File: config.mk
export PLATFORM = sky130hd
export DESIGN_NAME = swbm_timer
export DESIGN_NICKNAME = d
export VERILOG_FILES = /design/src/swbm_pkg.sv /design/src/swbm_timer.sv
export SDC_FILE = /design/constraint.sdc
export NUM_CORES = 1
export LEC_CHECK = 0
export BUFFER_PORTS_ARGS = -buffer_cell sky130_fd_sc_hd__buf_2
export CAP_MARGIN = 20
export CORE_ASPECT_RATIO = 0.5
export CORE_MARGIN = 10
export CORE_UTILIZATION = 45
export DETAILED_ROUTE_END_ITERATION = 7
export PLACE_DENSITY = 0.77
export SYNTH_ARGS = -nofsm -noshare
export SYNTH_HDL_FRONTEND = slang
export SYNTH_SLANG_ARGS = --single-unit
File: constraint.sdc
create_clock -name ref_clk -period 4.74 [get_ports ref_clk]
set_clock_uncertainty 0.1 [all_clocks]
set_input_delay 0.474 -clock ref_clk [delete_from_list [all_inputs] [get_ports ref_clk]]
set_output_delay 0.474 -clock ref_clk [all_outputs]
set_load 0.02 [all_outputs]
File: src/swbm_pkg.sv
// Package with register map, field layout, reset values and timing of the supervision timer.
package swbm_pkg;

    localparam logic [15:0] SWBM_ADDR_RELOAD_HIGH = 16'hF4C0;
    localparam logic [15:0] SWBM_ADDR_RELOAD_LOW  = 16'hF4C2;
    localparam logic [15:0] SWBM_ADDR_COUNT_HIGH  = 16'hF4C4;
    localparam logic [15:0] SWBM_ADDR_COUNT_LOW   = 16'hF4C6;
    localparam logic [15:0] SWBM_ADDR_CLEAR       = 16'hF4C8;
    localparam logic [15:0] SWBM_ADDR_STATUS      = 16'hF4CA;
    localparam logic [15:0] SWBM_ADDR_POWER       = 16'hF800;

    localparam logic [15:0] SWBM_RST_RELOAD_HIGH  = 16'h003F;
    localparam logic [15:0] SWBM_RST_RELOAD_LOW   = 16'hFFFF;
    localparam logic [7:0]  SWBM_RST_STATUS       = 8'h00;
    localparam logic [7:0]  SWBM_RST_POWER        = 8'h00;

    localparam logic [15:0] SWBM_LOCK_KEY_FIRST   = 16'hF01E;
    localparam logic [15:0] SWBM_LOCK_KEY_SECOND  = 16'h0FE1;

    localparam int SWBM_STAT_WATCHDOG_BIT  = 7;
    localparam int SWBM_STAT_BUS_MON_BIT   = 1;
    localparam int SWBM_STAT_CLK_DIS_BIT   = 0;
    localparam int SWBM_PWR_TIMEOUT_RDY    = 3;
    localparam int SWBM_PWR_HALT_RDY       = 2;
    localparam int SWBM_PWR_MODE_HI        = 1;
    localparam int SWBM_PWR_MODE_LO        = 0;

    localparam logic [1:0] SWBM_PMODE_IDLE      = 2'h1;
    localparam logic [1:0] SWBM_PMODE_POWERDOWN = 2'h2;

    // Timeout pulse lasts eight processor clocks.
    localparam int         SWBM_TIMEOUT_CLOCKS  = 8;
    localparam logic [3:0] SWBM_TIMEOUT_CYCLES  = 4'(SWBM_TIMEOUT_CLOCKS);

    typedef enum logic [1:0] {
        SWBM_PWR_ACTIVE,
        SWBM_PWR_IDLE,
        SWBM_PWR_DOWN
    } swbm_power_state_t;

    typedef struct packed {
        logic        rd;
        logic        wr;
        logic        dword;
        logic [15:0] addr;
        logic [31:0] wdata;
    } swbm_io_req_t;

    typedef struct packed {
        logic address_strobe;
        logic ready;
        logic halt_cycle;
    } swbm_bus_evt_t;

endpackage

File: src/swbm_timer.sv
// Supervision timer: general timer, software watchdog and bus monitor with power control.
//
// Overview of operation
// - Setting clock disable stops the down-counter; clearing it resumes counting.
// - After the lockout sequence, writes to the status register are ignored.
// - Clear location decodes the lockout sequence, enabling watchdog mode and reloading.
// - Count registers show the live counter; every reload event copies reload registers.
// - High count supplies bits 31..16, low count bits 15..0.
// - After lockout, both reload registers refuse writes until reset.
// - Lockout clears bus monitor enable and clock disable.
// - Status bit 7 is read-only watchdog active, set by lockout only.
// - Status bit 1 enables bus monitor mode and reads back.
// - Status bit 0 stops the timer clock when 1 and reads back.
// - Reload registers are 16 bits each, high and low halves.
// - A 32-bit write at high reload puts low data half high, upper half low.
// - Power bit 3 selects internal ready on a bus-monitor timeout.
// - Power bit 2 selects internal ready for halt cycles.
// - Power mode bits take effect when ready ends a halt cycle.
// - Inverted timeout output drives slave interrupt line 7.
// - At zero, timeout goes high eight clocks; counter reloads next clock.
// - In bus monitor mode, address strobe reloads and starts; ready stops.
// - Watchdog mode halts counting in core idle; other modes keep counting.
`timescale 1ns/1ps
module swbm_timer
    import swbm_pkg::*;
(
    input  wire logic         ref_clk,
    input  wire logic         rst,
    input  wire swbm_io_req_t io_req,
    output logic [31:0]       io_rdata,
    input  wire logic         address_strobe_n,
    input  wire logic         bus_ready_n,
    input  wire logic         halt_cycle,
    input  wire logic         core_idle,
    output logic              timeout_output,
    output logic              slave_irq_line_7,
    output logic              internal_ready,
    output logic [1:0]        power_state
);

    // Pin inputs are synchronised; only the second stage is used by logic.
    logic [2:0] pin_meta;
    logic [2:0] pin_sync;
    swbm_bus_evt_t evt;

    always_ff @(posedge ref_clk or posedge rst) begin
        if (rst) begin
            pin_meta <= 3'h7;
            pin_sync <= 3'h7;
        end else begin
            pin_meta <= {address_strobe_n, bus_ready_n, ~halt_cycle};
            pin_sync <= pin_meta;
        end
    end

    assign evt.address_strobe = ~pin_sync[2];
    assign evt.ready          = ~pin_sync[1];
    assign evt.halt_cycle     = ~pin_sync[0];

    logic [15:0] reload_value_high;
    logic [15:0] reload_value_low;
    logic [31:0] count_bits;
    logic        watchdog_mode_active;
    logic        bus_monitor_enable;
    logic        timer_clock_disable;
    logic [7:0]  power_control;
    logic        key_armed;
    logic        bus_monitor_run;
    logic [3:0]  pulse_left;
    logic        reload_pending;

    function automatic logic hit(input swbm_io_req_t r, input logic [15:0] a);
        return r.wr && (r.addr == a);
    endfunction

    logic wr_clear;
    logic lockout;
    logic strobe_seen;
    logic count_enable;
    logic at_zero;

    assign wr_clear     = hit(io_req, SWBM_ADDR_CLEAR);
    // Second key must be the very next write of any kind, so stray writes disarm.
    // Idle cycles between the two keys are allowed, since only writes move the arming.
    assign lockout      = wr_clear && key_armed
                          && io_req.wdata[15:0] == SWBM_LOCK_KEY_SECOND;
    assign strobe_seen  = bus_monitor_enable && evt.address_strobe;
    assign count_enable = !timer_clock_disable
                          && !(watchdog_mode_active && core_idle)
                          && (power_state != SWBM_PWR_DOWN)
                          && (!bus_monitor_enable || bus_monitor_run);
    assign at_zero      = (count_bits == 32'h0000_0000);

    always_ff @(posedge ref_clk or posedge rst) begin
        if (rst) begin
            key_armed <= 1'b0;
        end else if (io_req.wr) begin
            key_armed <= wr_clear && io_req.wdata[15:0] == SWBM_LOCK_KEY_FIRST;
        end
    end

    // Reload registers.
    always_ff @(posedge ref_clk or posedge rst) begin
        if (rst) begin
            reload_value_high <= SWBM_RST_RELOAD_HIGH;
            reload_value_low  <= SWBM_RST_RELOAD_LOW;
        end else if (!watchdog_mode_active) begin
            if (hit(io_req, SWBM_ADDR_RELOAD_HIGH)) begin
                reload_value_high <= io_req.wdata[15:0];
                if (io_req.dword) begin
                    reload_value_low <= io_req.wdata[31:16];
                end
            end else if (hit(io_req, SWBM_ADDR_RELOAD_LOW)) begin
                reload_value_low <= io_req.wdata[15:0];
            end
        end
    end

    // Status register.
    always_ff @(posedge ref_clk or posedge rst) begin
        if (rst) begin
            watchdog_mode_active <= SWBM_RST_STATUS[SWBM_STAT_WATCHDOG_BIT];
            bus_monitor_enable   <= SWBM_RST_STATUS[SWBM_STAT_BUS_MON_BIT];
            timer_clock_disable  <= SWBM_RST_STATUS[SWBM_STAT_CLK_DIS_BIT];
        end else if (lockout) begin
            watchdog_mode_active <= 1'b1;
            bus_monitor_enable   <= 1'b0;
            timer_clock_disable  <= 1'b0;
        end else if (hit(io_req, SWBM_ADDR_STATUS) && !watchdog_mode_active) begin
            bus_monitor_enable  <= io_req.wdata[SWBM_STAT_BUS_MON_BIT];
            timer_clock_disable <= io_req.wdata[SWBM_STAT_CLK_DIS_BIT];
        end
    end

    // Power control register is never locked.
    always_ff @(posedge ref_clk or posedge rst) begin
        if (rst) begin
            power_control <= SWBM_RST_POWER;
        end else if (hit(io_req, SWBM_ADDR_POWER)) begin
            power_control <= {4'h0, io_req.wdata[3:0]};
        end
    end

    // Bus monitor run state: a strobe starts it, ready stops it.
    always_ff @(posedge ref_clk or posedge rst) begin
        if (rst) begin
            bus_monitor_run <= 1'b0;
        end else if (!bus_monitor_enable) begin
            bus_monitor_run <= 1'b0;
        end else if (evt.address_strobe) begin
            bus_monitor_run <= 1'b1;
        end else if (evt.ready) begin
            bus_monitor_run <= 1'b0;
        end
    end

    // Down-counter. A zero count reloads on the clock after it is reached.
    // Reload values below seven are not guarded here; the timeout pulse would then
    // overlap the next expiry, so software must keep to the documented minimum.
    // A pending reload is applied even while counting is frozen, so a zero count that
    // has already set reload_pending does not rest at zero across a clock disable.
    always_ff @(posedge ref_clk or posedge rst) begin
        if (rst) begin
            count_bits     <= {SWBM_RST_RELOAD_HIGH, SWBM_RST_RELOAD_LOW};
            reload_pending <= 1'b0;
        end else begin
            reload_pending <= 1'b0;
            if (lockout || strobe_seen || reload_pending) begin
                count_bits <= {reload_value_high, reload_value_low};
            end else if (count_enable) begin
                if (at_zero) begin
                    reload_pending <= 1'b1;
                end else begin
                    count_bits <= count_bits - 32'h0000_0001;
                end
            end
        end
    end

    // Timeout pulse of fixed length, with inverted copy for the interrupt unit.
    always_ff @(posedge ref_clk or posedge rst) begin
        if (rst) begin
            pulse_left       <= 4'h0;
            timeout_output   <= 1'b0;
            slave_irq_line_7 <= 1'b1;
        end else begin
            if (count_enable && at_zero && !reload_pending && !lockout && !strobe_seen) begin
                pulse_left       <= SWBM_TIMEOUT_CYCLES - 4'h1;
                timeout_output   <= 1'b1;
                slave_irq_line_7 <= 1'b0;
            end else if (pulse_left != 4'h0) begin
                pulse_left <= pulse_left - 4'h1;
            end else begin
                timeout_output   <= 1'b0;
                slave_irq_line_7 <= 1'b1;
            end
        end
    end

    // Internal ready for halt cycles and bus-monitor timeouts, and power state.
    logic timeout_ready;
    logic halt_ready;
    assign timeout_ready = power_control[SWBM_PWR_TIMEOUT_RDY] && bus_monitor_enable
                           && count_enable && at_zero && !reload_pending;
    assign halt_ready    = power_control[SWBM_PWR_HALT_RDY] && evt.halt_cycle;

    always_ff @(posedge ref_clk or posedge rst) begin
        if (rst) begin
            internal_ready <= 1'b0;
            power_state    <= SWBM_PWR_ACTIVE;
        end else begin
            internal_ready <= timeout_ready || halt_ready;
            if (evt.halt_cycle && (halt_ready || evt.ready)) begin
                case (power_control[SWBM_PWR_MODE_HI:SWBM_PWR_MODE_LO])
                    SWBM_PMODE_IDLE:      power_state <= SWBM_PWR_IDLE;
                    SWBM_PMODE_POWERDOWN: power_state <= SWBM_PWR_DOWN;
                    default:              power_state <= SWBM_PWR_ACTIVE;
                endcase
            end
        end
    end

    // Read data, registered; reserved bits read as zero.
    always_ff @(posedge ref_clk or posedge rst) begin
        if (rst) begin
            io_rdata <= 32'h0000_0000;
        end else if (io_req.rd) begin
            case (io_req.addr)
                SWBM_ADDR_RELOAD_HIGH: io_rdata <= {reload_value_low, reload_value_high};
                SWBM_ADDR_RELOAD_LOW:  io_rdata <= {16'h0000, reload_value_low};
                SWBM_ADDR_COUNT_HIGH:  io_rdata <= {count_bits[15:0], count_bits[31:16]};
                SWBM_ADDR_COUNT_LOW:   io_rdata <= {16'h0000, count_bits[15:0]};
                SWBM_ADDR_STATUS:      io_rdata <= {24'h00_0000, watchdog_mode_active,
                                                    5'h00, bus_monitor_enable,
                                                    timer_clock_disable};
                SWBM_ADDR_POWER:       io_rdata <= {24'h00_0000, power_control};
                default:               io_rdata <= 32'h0000_0000;
            endcase
        end
    end

endmodule

==> reports/summary.txt, run 1 <==
status: finished clean
Power per Cell Area: 465.5 nW/um^2
Post CTS Setup Buffer Count: 0
grt total ovfl: 0
Synth async-reset ratio: 100.0%
Slew Limit Fails: 0
crit path max fanout: 9
number of max-cap violations: 0
CP max stage cell: nor3b_2
Post-synth top flop: dfrtp_1
post-synth top area cell: dfrtp_1
maximum clock rate: 348.3 MHz
first-pass detailed-route iteration total: 6
CTS Buf Count: 17
CTS tree: yes
via-per-instance ratio: 5.743
Yosys reg bits: 121
DR vias: 5215
cts repair resizes: 0
largest net degree at the start of global routing: 80
Placer Congestion: 0.9055
final count of hold timing violations: 0
worst path cell trace: buf_2 -> nand4b_1 -> nor3_1 -> nand3b_1 -> nor3b_2 -> buf_6 -> mux2_2
Detailed Route Iter0 Violations: 655
minimum clock period: 2871 ps
die area: 19550 um^2
post-synthesis sequential area ratio: 48.69%
dpl cell area: 6952 um^2
worst slew margin relative to its limit: 24.17%
VDD IR max: 0.2943 mV
Post-Route WL: 17900 um
top cells by area, synth: dfrtp_1, dfstp_2, mux2i_1
met3 Use GR: 5.857%
drt drc: 0
Crit Path Class: input port to flop
most frequent cells in the layout: buf_2, dfrtp_1, nand2_1
global-route wire length before repair: 28540 um
Final #Nets: 762
vias in the first global route: 5087
commonest non-fill, non-tap cell in the layout: buf_2
worst slew pin tran: 1137 ps
clock transition at the registers of the reported paths: 60 ps
layout cells sized above 1: 33.10%
Power, Total: 3536 uW
Initial Utilization: 46.47%
grt peak-use layer: met2
area of the core: 13660 um^2
buffer and inverter count on the worst path: 2
routed len/inst: 19.71 um
number of diodes: 0
clk buf depth: 2
placed instance count: 875
Mapped Cells: 616
required time worst endpoint: 4940 ps
Final Cell Area: 7596 um^2
Synthesis Warnings: 0
Worst setup EP type: flop
Sum Neg Setup Slack: 0 ps
# IOs: 94
worst-skew pair later-pin latency: 430 ps
CP top delay family: simple AND/OR/NAND/NOR gates
CP peak stage delay: 770 ps
Tot GR Track Use: 18.19%
post-detailed-route count of antenna-violating nets: 0
leakage: 0.003261 uW
startpoint types: input port
Hold Path Class: input port to flop
Die W: 188.0 um
Reg area: 3092 um^2
synthesized area: 6350 um^2
final worst-path cycle share: 60.58%
GR Util met2: 26.41%
Multi-input gate area: 2960 um^2
syn nets: 675
Root Buffer: clkbuf_16
post-detail-place hpwl: 12940 um
count of input and output buffers: 93
num rows: 30
Post-CTS Hold Buffers: 0
RSZ-0062 raised after global routing: false
CTS Sinks: 121
H-tree lvl count: 4
Area Growth Syn to Fin: 19.63%
met1 usage: 25.04%
Final Setup Violations: 0
Post-synth EDFFs: 0
fillcell total: 1177
top cell type's share of synthesized area: 27.59%
Mapped Avg Cell Area: 10.31 um^2
post-synth cell types: 61
Die Y-Extent: 104.0 um
Critical Path AT: 3070 ps
initial antenna violation count: 0
post-layout instance count excluding filler cells: 908
[layout make-up]
cell class | count | share of cell area (%)
clock buffers | 18 | 5.782
clock inverters | 14 | 2.553
inverters | 39 | 1.960
multi-input cells | 424 | 38.97
flip-flops and latches | 121 | 40.70
well taps | 192 | 3.163
repair buffers | 100 | 6.869
[kinds of logic (layout without fill, tap and decap cells)]
| logic type | after synthesis | in the layout | synth area share, % |
|---|---|---|---|
| AO/OA/AOI/OAI | 105 | 105 | 10.52 |
| XOR/XNOR | 31 | 31 | 4.276 |
| adder cells (fa/ha/maj) | 2 | 2 | 0.3940 |
| buffers and inverters | 71 | 171 | 4.828 |
| flip-flops | 121 | 121 | 48.69 |
| multiplexers | 87 | 87 | 14.40 |
| AND/OR/NAND/NOR | 199 | 199 | 16.89 |
[worst paths after layout]
check	start	endpoint	slack (ps)	cells past startpoint
max in group asynchronous	rst	reload_value_low[13]	3230	3
min in group asynchronous	rst	reload_value_high[9]	180	2
setup / recovery	io_req[43]	reload_value_high[10]	1870	7
hold / removal	bus_ready_n	pin_meta[1]	50	1
hold reg to reg	pin_meta[2]	pin_sync[2]	260	0
setup reg to reg	count_bits[23]	pulse_left[3]	2020	6
[power by group]
part	internal, uW	switching (uW)
clock	896	489
combinational	301	385
sequential	1250	216
[synthesized netlist by cell type, types with 2 or more instances]
master / n
nor4_1: 14
nand2b_1: 4
o22ai_1: 18
nand4b_1: 3
nor2_1: 31
clkbuf_1: 16
ha_1: 2
inv_1: 38
buf_2: 8
a21oi_1: 8
nand2_1: 68
nor4b_1: 3
xnor2_1: 14
o2bb2ai_1: 2
mux2i_1: 52
mux2_2: 35
nand3_1: 17
o21ai_1: 12
or3_4: 2
or4_1: 3
xor2_1: 17
dfrtp_1: 70
and3_1: 4
a222oi_1: 10
nand4_1: 8
nor3b_1: 4
or2_2: 3
buf_6: 3
nor3_1: 11
and4_1: 4
dfstp_2: 51
nand3b_1: 6
clkbuf_2: 3
o21ai_0: 42
a221o_1: 3
or3_1: 2
[sequential cells by signal, summed over array words and instances (netlist names), 2 cells and up]
name               flops
power_control          4
reload_value_low      16
io_rdata              32
count_bits            32
power_state            2
pulse_left             4
pin_sync               3
pin_meta               3
reload_value_high     16
[per-stage QoR]
| stage | utilization [%] | setup slack [ps] | hold WS [ps] |
|---|---|---|---|
| after floorplan | - | 1036 | 245.2 |
| after global placement | 50.88 | 1416 | 246.5 |
| after detailed placement | 50.88 | 1271 | 247.5 |
| after CTS | 55.51 | 1706 | 40.84 |
| after global routing | 55.60 | 1649 | 38.12 |
| final | 55.60 | 1869 | 53.36 |
[worst register-to-register path: cells and delay by family (launching register included)]
family,cells,cell delay [ps]
AND/OR/NAND/NOR,5,1920
flip-flops,1,450
buffers and inverters,1,100
[routing by layer]
metal | vias to the layer above | wire [um] | part of all wire (%)
li1 | 2389 | - | -
met1 | 2572 | 8235 | 46
met2 | 232 | 7891 | 44
met3 | 22 | 1573 | 8.8
met4 | 0 | 200 | 1.1
met5 | - | 0 | 0
Note: power is estimated with default switching activity, not from simulation.
==> run 2: changes to the inputs <==
Settings changed: ABC_AREA from default to 1.
Clock period 4.74 ns to 2.7 ns, I/O delays scaled along.
==> run 2 against run 1 <==
Effect of this change: final cell count grew 43%; non-clock buffer count grew 24; global-route usage grew 4.1 points; sequential cell count is the same; setup slack lost 1600 ps; combinational power grew to 2.6 times the previous value; final area grew 11%; die area grew 8.2%; largest power group unchanged.
==> reports/summary.txt, run 2 <==
final core utilization: 55.01%
routed len/inst: 18.05 um
Sum Neg Setup Slack: 0 ps
met3 WL: 2941 um
post-synth cell types: 40
Comb pwr share: 27.0%
post-synth top area cell: dfrtp_1
Post-synth top flop: dfrtp_1
final count of hold timing violations: 0
grt total ovfl: 0
Initial Utilization: 45.54%
Top Layer Used: met4
Placer Congestion: 1.061
buffer and inverter count on the worst path: 2
CP max stage cell: nor2_2
CP peak stage delay: 570 ps
commonest non-fill, non-tap cell in the layout: nand2_1
WL met1: 10390 um
Crit Path Class: flop to flop
worst slew margin relative to its limit: 40.48%
layout cells sized above 1: 22.05%
Largest regs: count_bits x32, io_rdata x32
largest net degree at the start of global routing: 122
Detailed Route Iter0 Violations: 714
Die W: 195.9 um
DR vias: 6982
Final #Nets: 1139
count of input and output buffers: 93
clk buf depth: 2
VDD IR max: 0.3915 mV
Final Setup Violations: 0
# IOs: 94
Mapped Avg Cell Area: 7.188 um^2
via-per-instance ratio: 5.379
Die Y-Extent: 108.0 um
Sw Ratio: 36.74%
WL met2: 9749 um
global-route wire length before repair: 37340 um
Reg power frac: 37.1%
most frequent cells in the layout: nand2_1, nand3_1, buf_2
die area: 21160 um^2
Power, Total: 6625 uW
H-tree lvl count: 4
cell with the most instances after synthesis: nand2_1
post-layout instance count excluding filler cells: 1298
pre-CTS WS: 222.4 ps
Root Buffer: clkbuf_16
synthesized area: 6965 um^2
Slew Limit Fails: 0
crit path max fanout: 15
number of max-cap violations: 0
post-synthesis sequential area ratio: 44.39%
leakage: 0.004243 uW
Critical Path AT: 2650 ps
Yosys reg bits: 121
Multi-input gate area: 3388 um^2
worst slew pin tran: 891.8 ps
CP top delay family: simple AND/OR/NAND/NOR gates
minimum clock period: 2391 ps
Synth top cells by count: nand2_1, nand3_1, nor2_1
Worst setup EP type: flop
fillcell total: 1461
worst path cell trace: inv_1 -> ha_1 -> nand2_2 -> nor2_1 -> nand2_2 -> nor2_4 -> nand2_4 -> nand2_8 -> nor2_2 -> buf_8 -> nand2_1 -> nand3_1
Cell Int Power: 4191 uW
sw power: 2434 uW
startpoint types: flop
syn nets: 1028
area of the core: 15290 um^2
top cells by area, synth: dfrtp_1, nand2_1, dfstp_2
Synthesis Warnings: 0
worst-skew pair later-pin latency: 430 ps
Mapped Cells: 969
vias in the first global route: 6744
Power per Cell Area: 787.5 nW/um^2
num rows: 32
Post CTS Setup Buffer Count: 0
Reg area: 3092 um^2
RSZ-0062 raised after global routing: false
first-pass detailed-route iteration total: 5
clock transition at the registers of the reported paths: 70 ps
CTS Buf Count: 17
initial antenna violation count: 1
post-detail-place hpwl: 17150 um
post-detailed-route count of antenna-violating nets: 0
CTS tree: yes
final worst-path cycle share: 88.56%
Area Growth Syn to Fin: 20.78%
final worst slack: 308.8 ps
Post-synth EDFFs: 0
placed instance count: 1261
top cell type's share of synthesized area: 25.15%
drt drc: 0
Tot GR Track Use: 22.26%
Post-Route WL: 23430 um
required time worst endpoint: 2960 ps
CTS Sinks: 121
Hold Path Class: input port to flop
Top cell by count, worst path: nand2_2
Clk pwr share: 35.8%
status: finished clean
maximum clock rate: 418.2 MHz
Synth async-reset ratio: 100.0%
## run 2: changes by cell type in the layout (fill, tap and decap cells not counted), moves of 8 or more
cell,previous run,this run
nand2_1,68,362
nand3_1,17,107
nor2_1,31,90
mux2i_1,52,0
inv_1,37,76
mux2_2,35,3
o21ai_0,41,67
buf_4,6,23
nand2_2,0,14
nor4_1,14,3
a222oi_1,10,0
o21ai_1,12,4
## run 2: area by class of cell
type	count	share of cell area [%]
well taps	204	3.034
clock inverters	15	2.127
diodes	1	0.02974
multi-input cells	733	40.27
inverters	83	3.778
repair buffers	124	8.953
flip-flops and latches	121	36.75
clock buffers	17	5.057
## run 2: what timing repair did
| action | in CTS | in global routing |
|---|---|---|
| gates resized for setup | 0 | 0 |
| hold buffers | 4 | 0 |
| endpoints found under the hold margin | 59 | 0 |
## run 2: kinds of logic after synthesis
group / count (synthesis) / synth area share (%)
simple gates: 609 / 37.43
compound gates: 91 / 6.844
fa+ha+maj: 2 / 0.3592
buf+inv: 115 / 6.970
mux: 3 / 0.4850
xor+xnor: 28 / 3.521
flops: 121 / 44.39
## run 2: per-stage QoR
stage               hold slack [ps]  instance area [um^2]
floorplan                     174.5                  6969
global placement              247.7                  7751
detailed placement            246.8                  7766
CTS                           21.54                  8411
global route                  40.55                  8411
finish                        22.16                  8413
## run 2: per-layer routing
layer	GRT usage (%)	vias up
met5	0	-
met4	6.284	0
met3	8.187	32
met2	32.28	347
met1	30.51	3294
li1	-	3309
## run 2: power groups by stage
stage	Sequential [uW]	Combinational [uW]	Clock, uW
floorplan	2400	1290	0
global placement	2460	1720	0
detailed placement	2480	1750	0
CTS	2450	1770	2390
global route	2490	2010	2490
finish	2460	1790	2370
## run 2: worst paths after layout
kind | from | to | slack, ps | cells after the start
max in group asynchronous | rst | count_bits[31] | 1490 | 4
setup / recovery | count_bits[1] | count_bits[4] | 310 | 12
hold / removal | io_req[0] | timer_clock_disable | 20 | 3
hold reg to reg | pin_meta[2] | pin_sync[2] | 260 | 0
min in group asynchronous | rst | timeout_output | 430 | 4
setup reg to reg | count_bits[1] | count_bits[4] | 310 | 12
## run 2: worst min-delay path: cells and delay by family
family          cells  cell delay (ps)
buf+inv             1              120
simple gates        1               60
compound gates      1               50
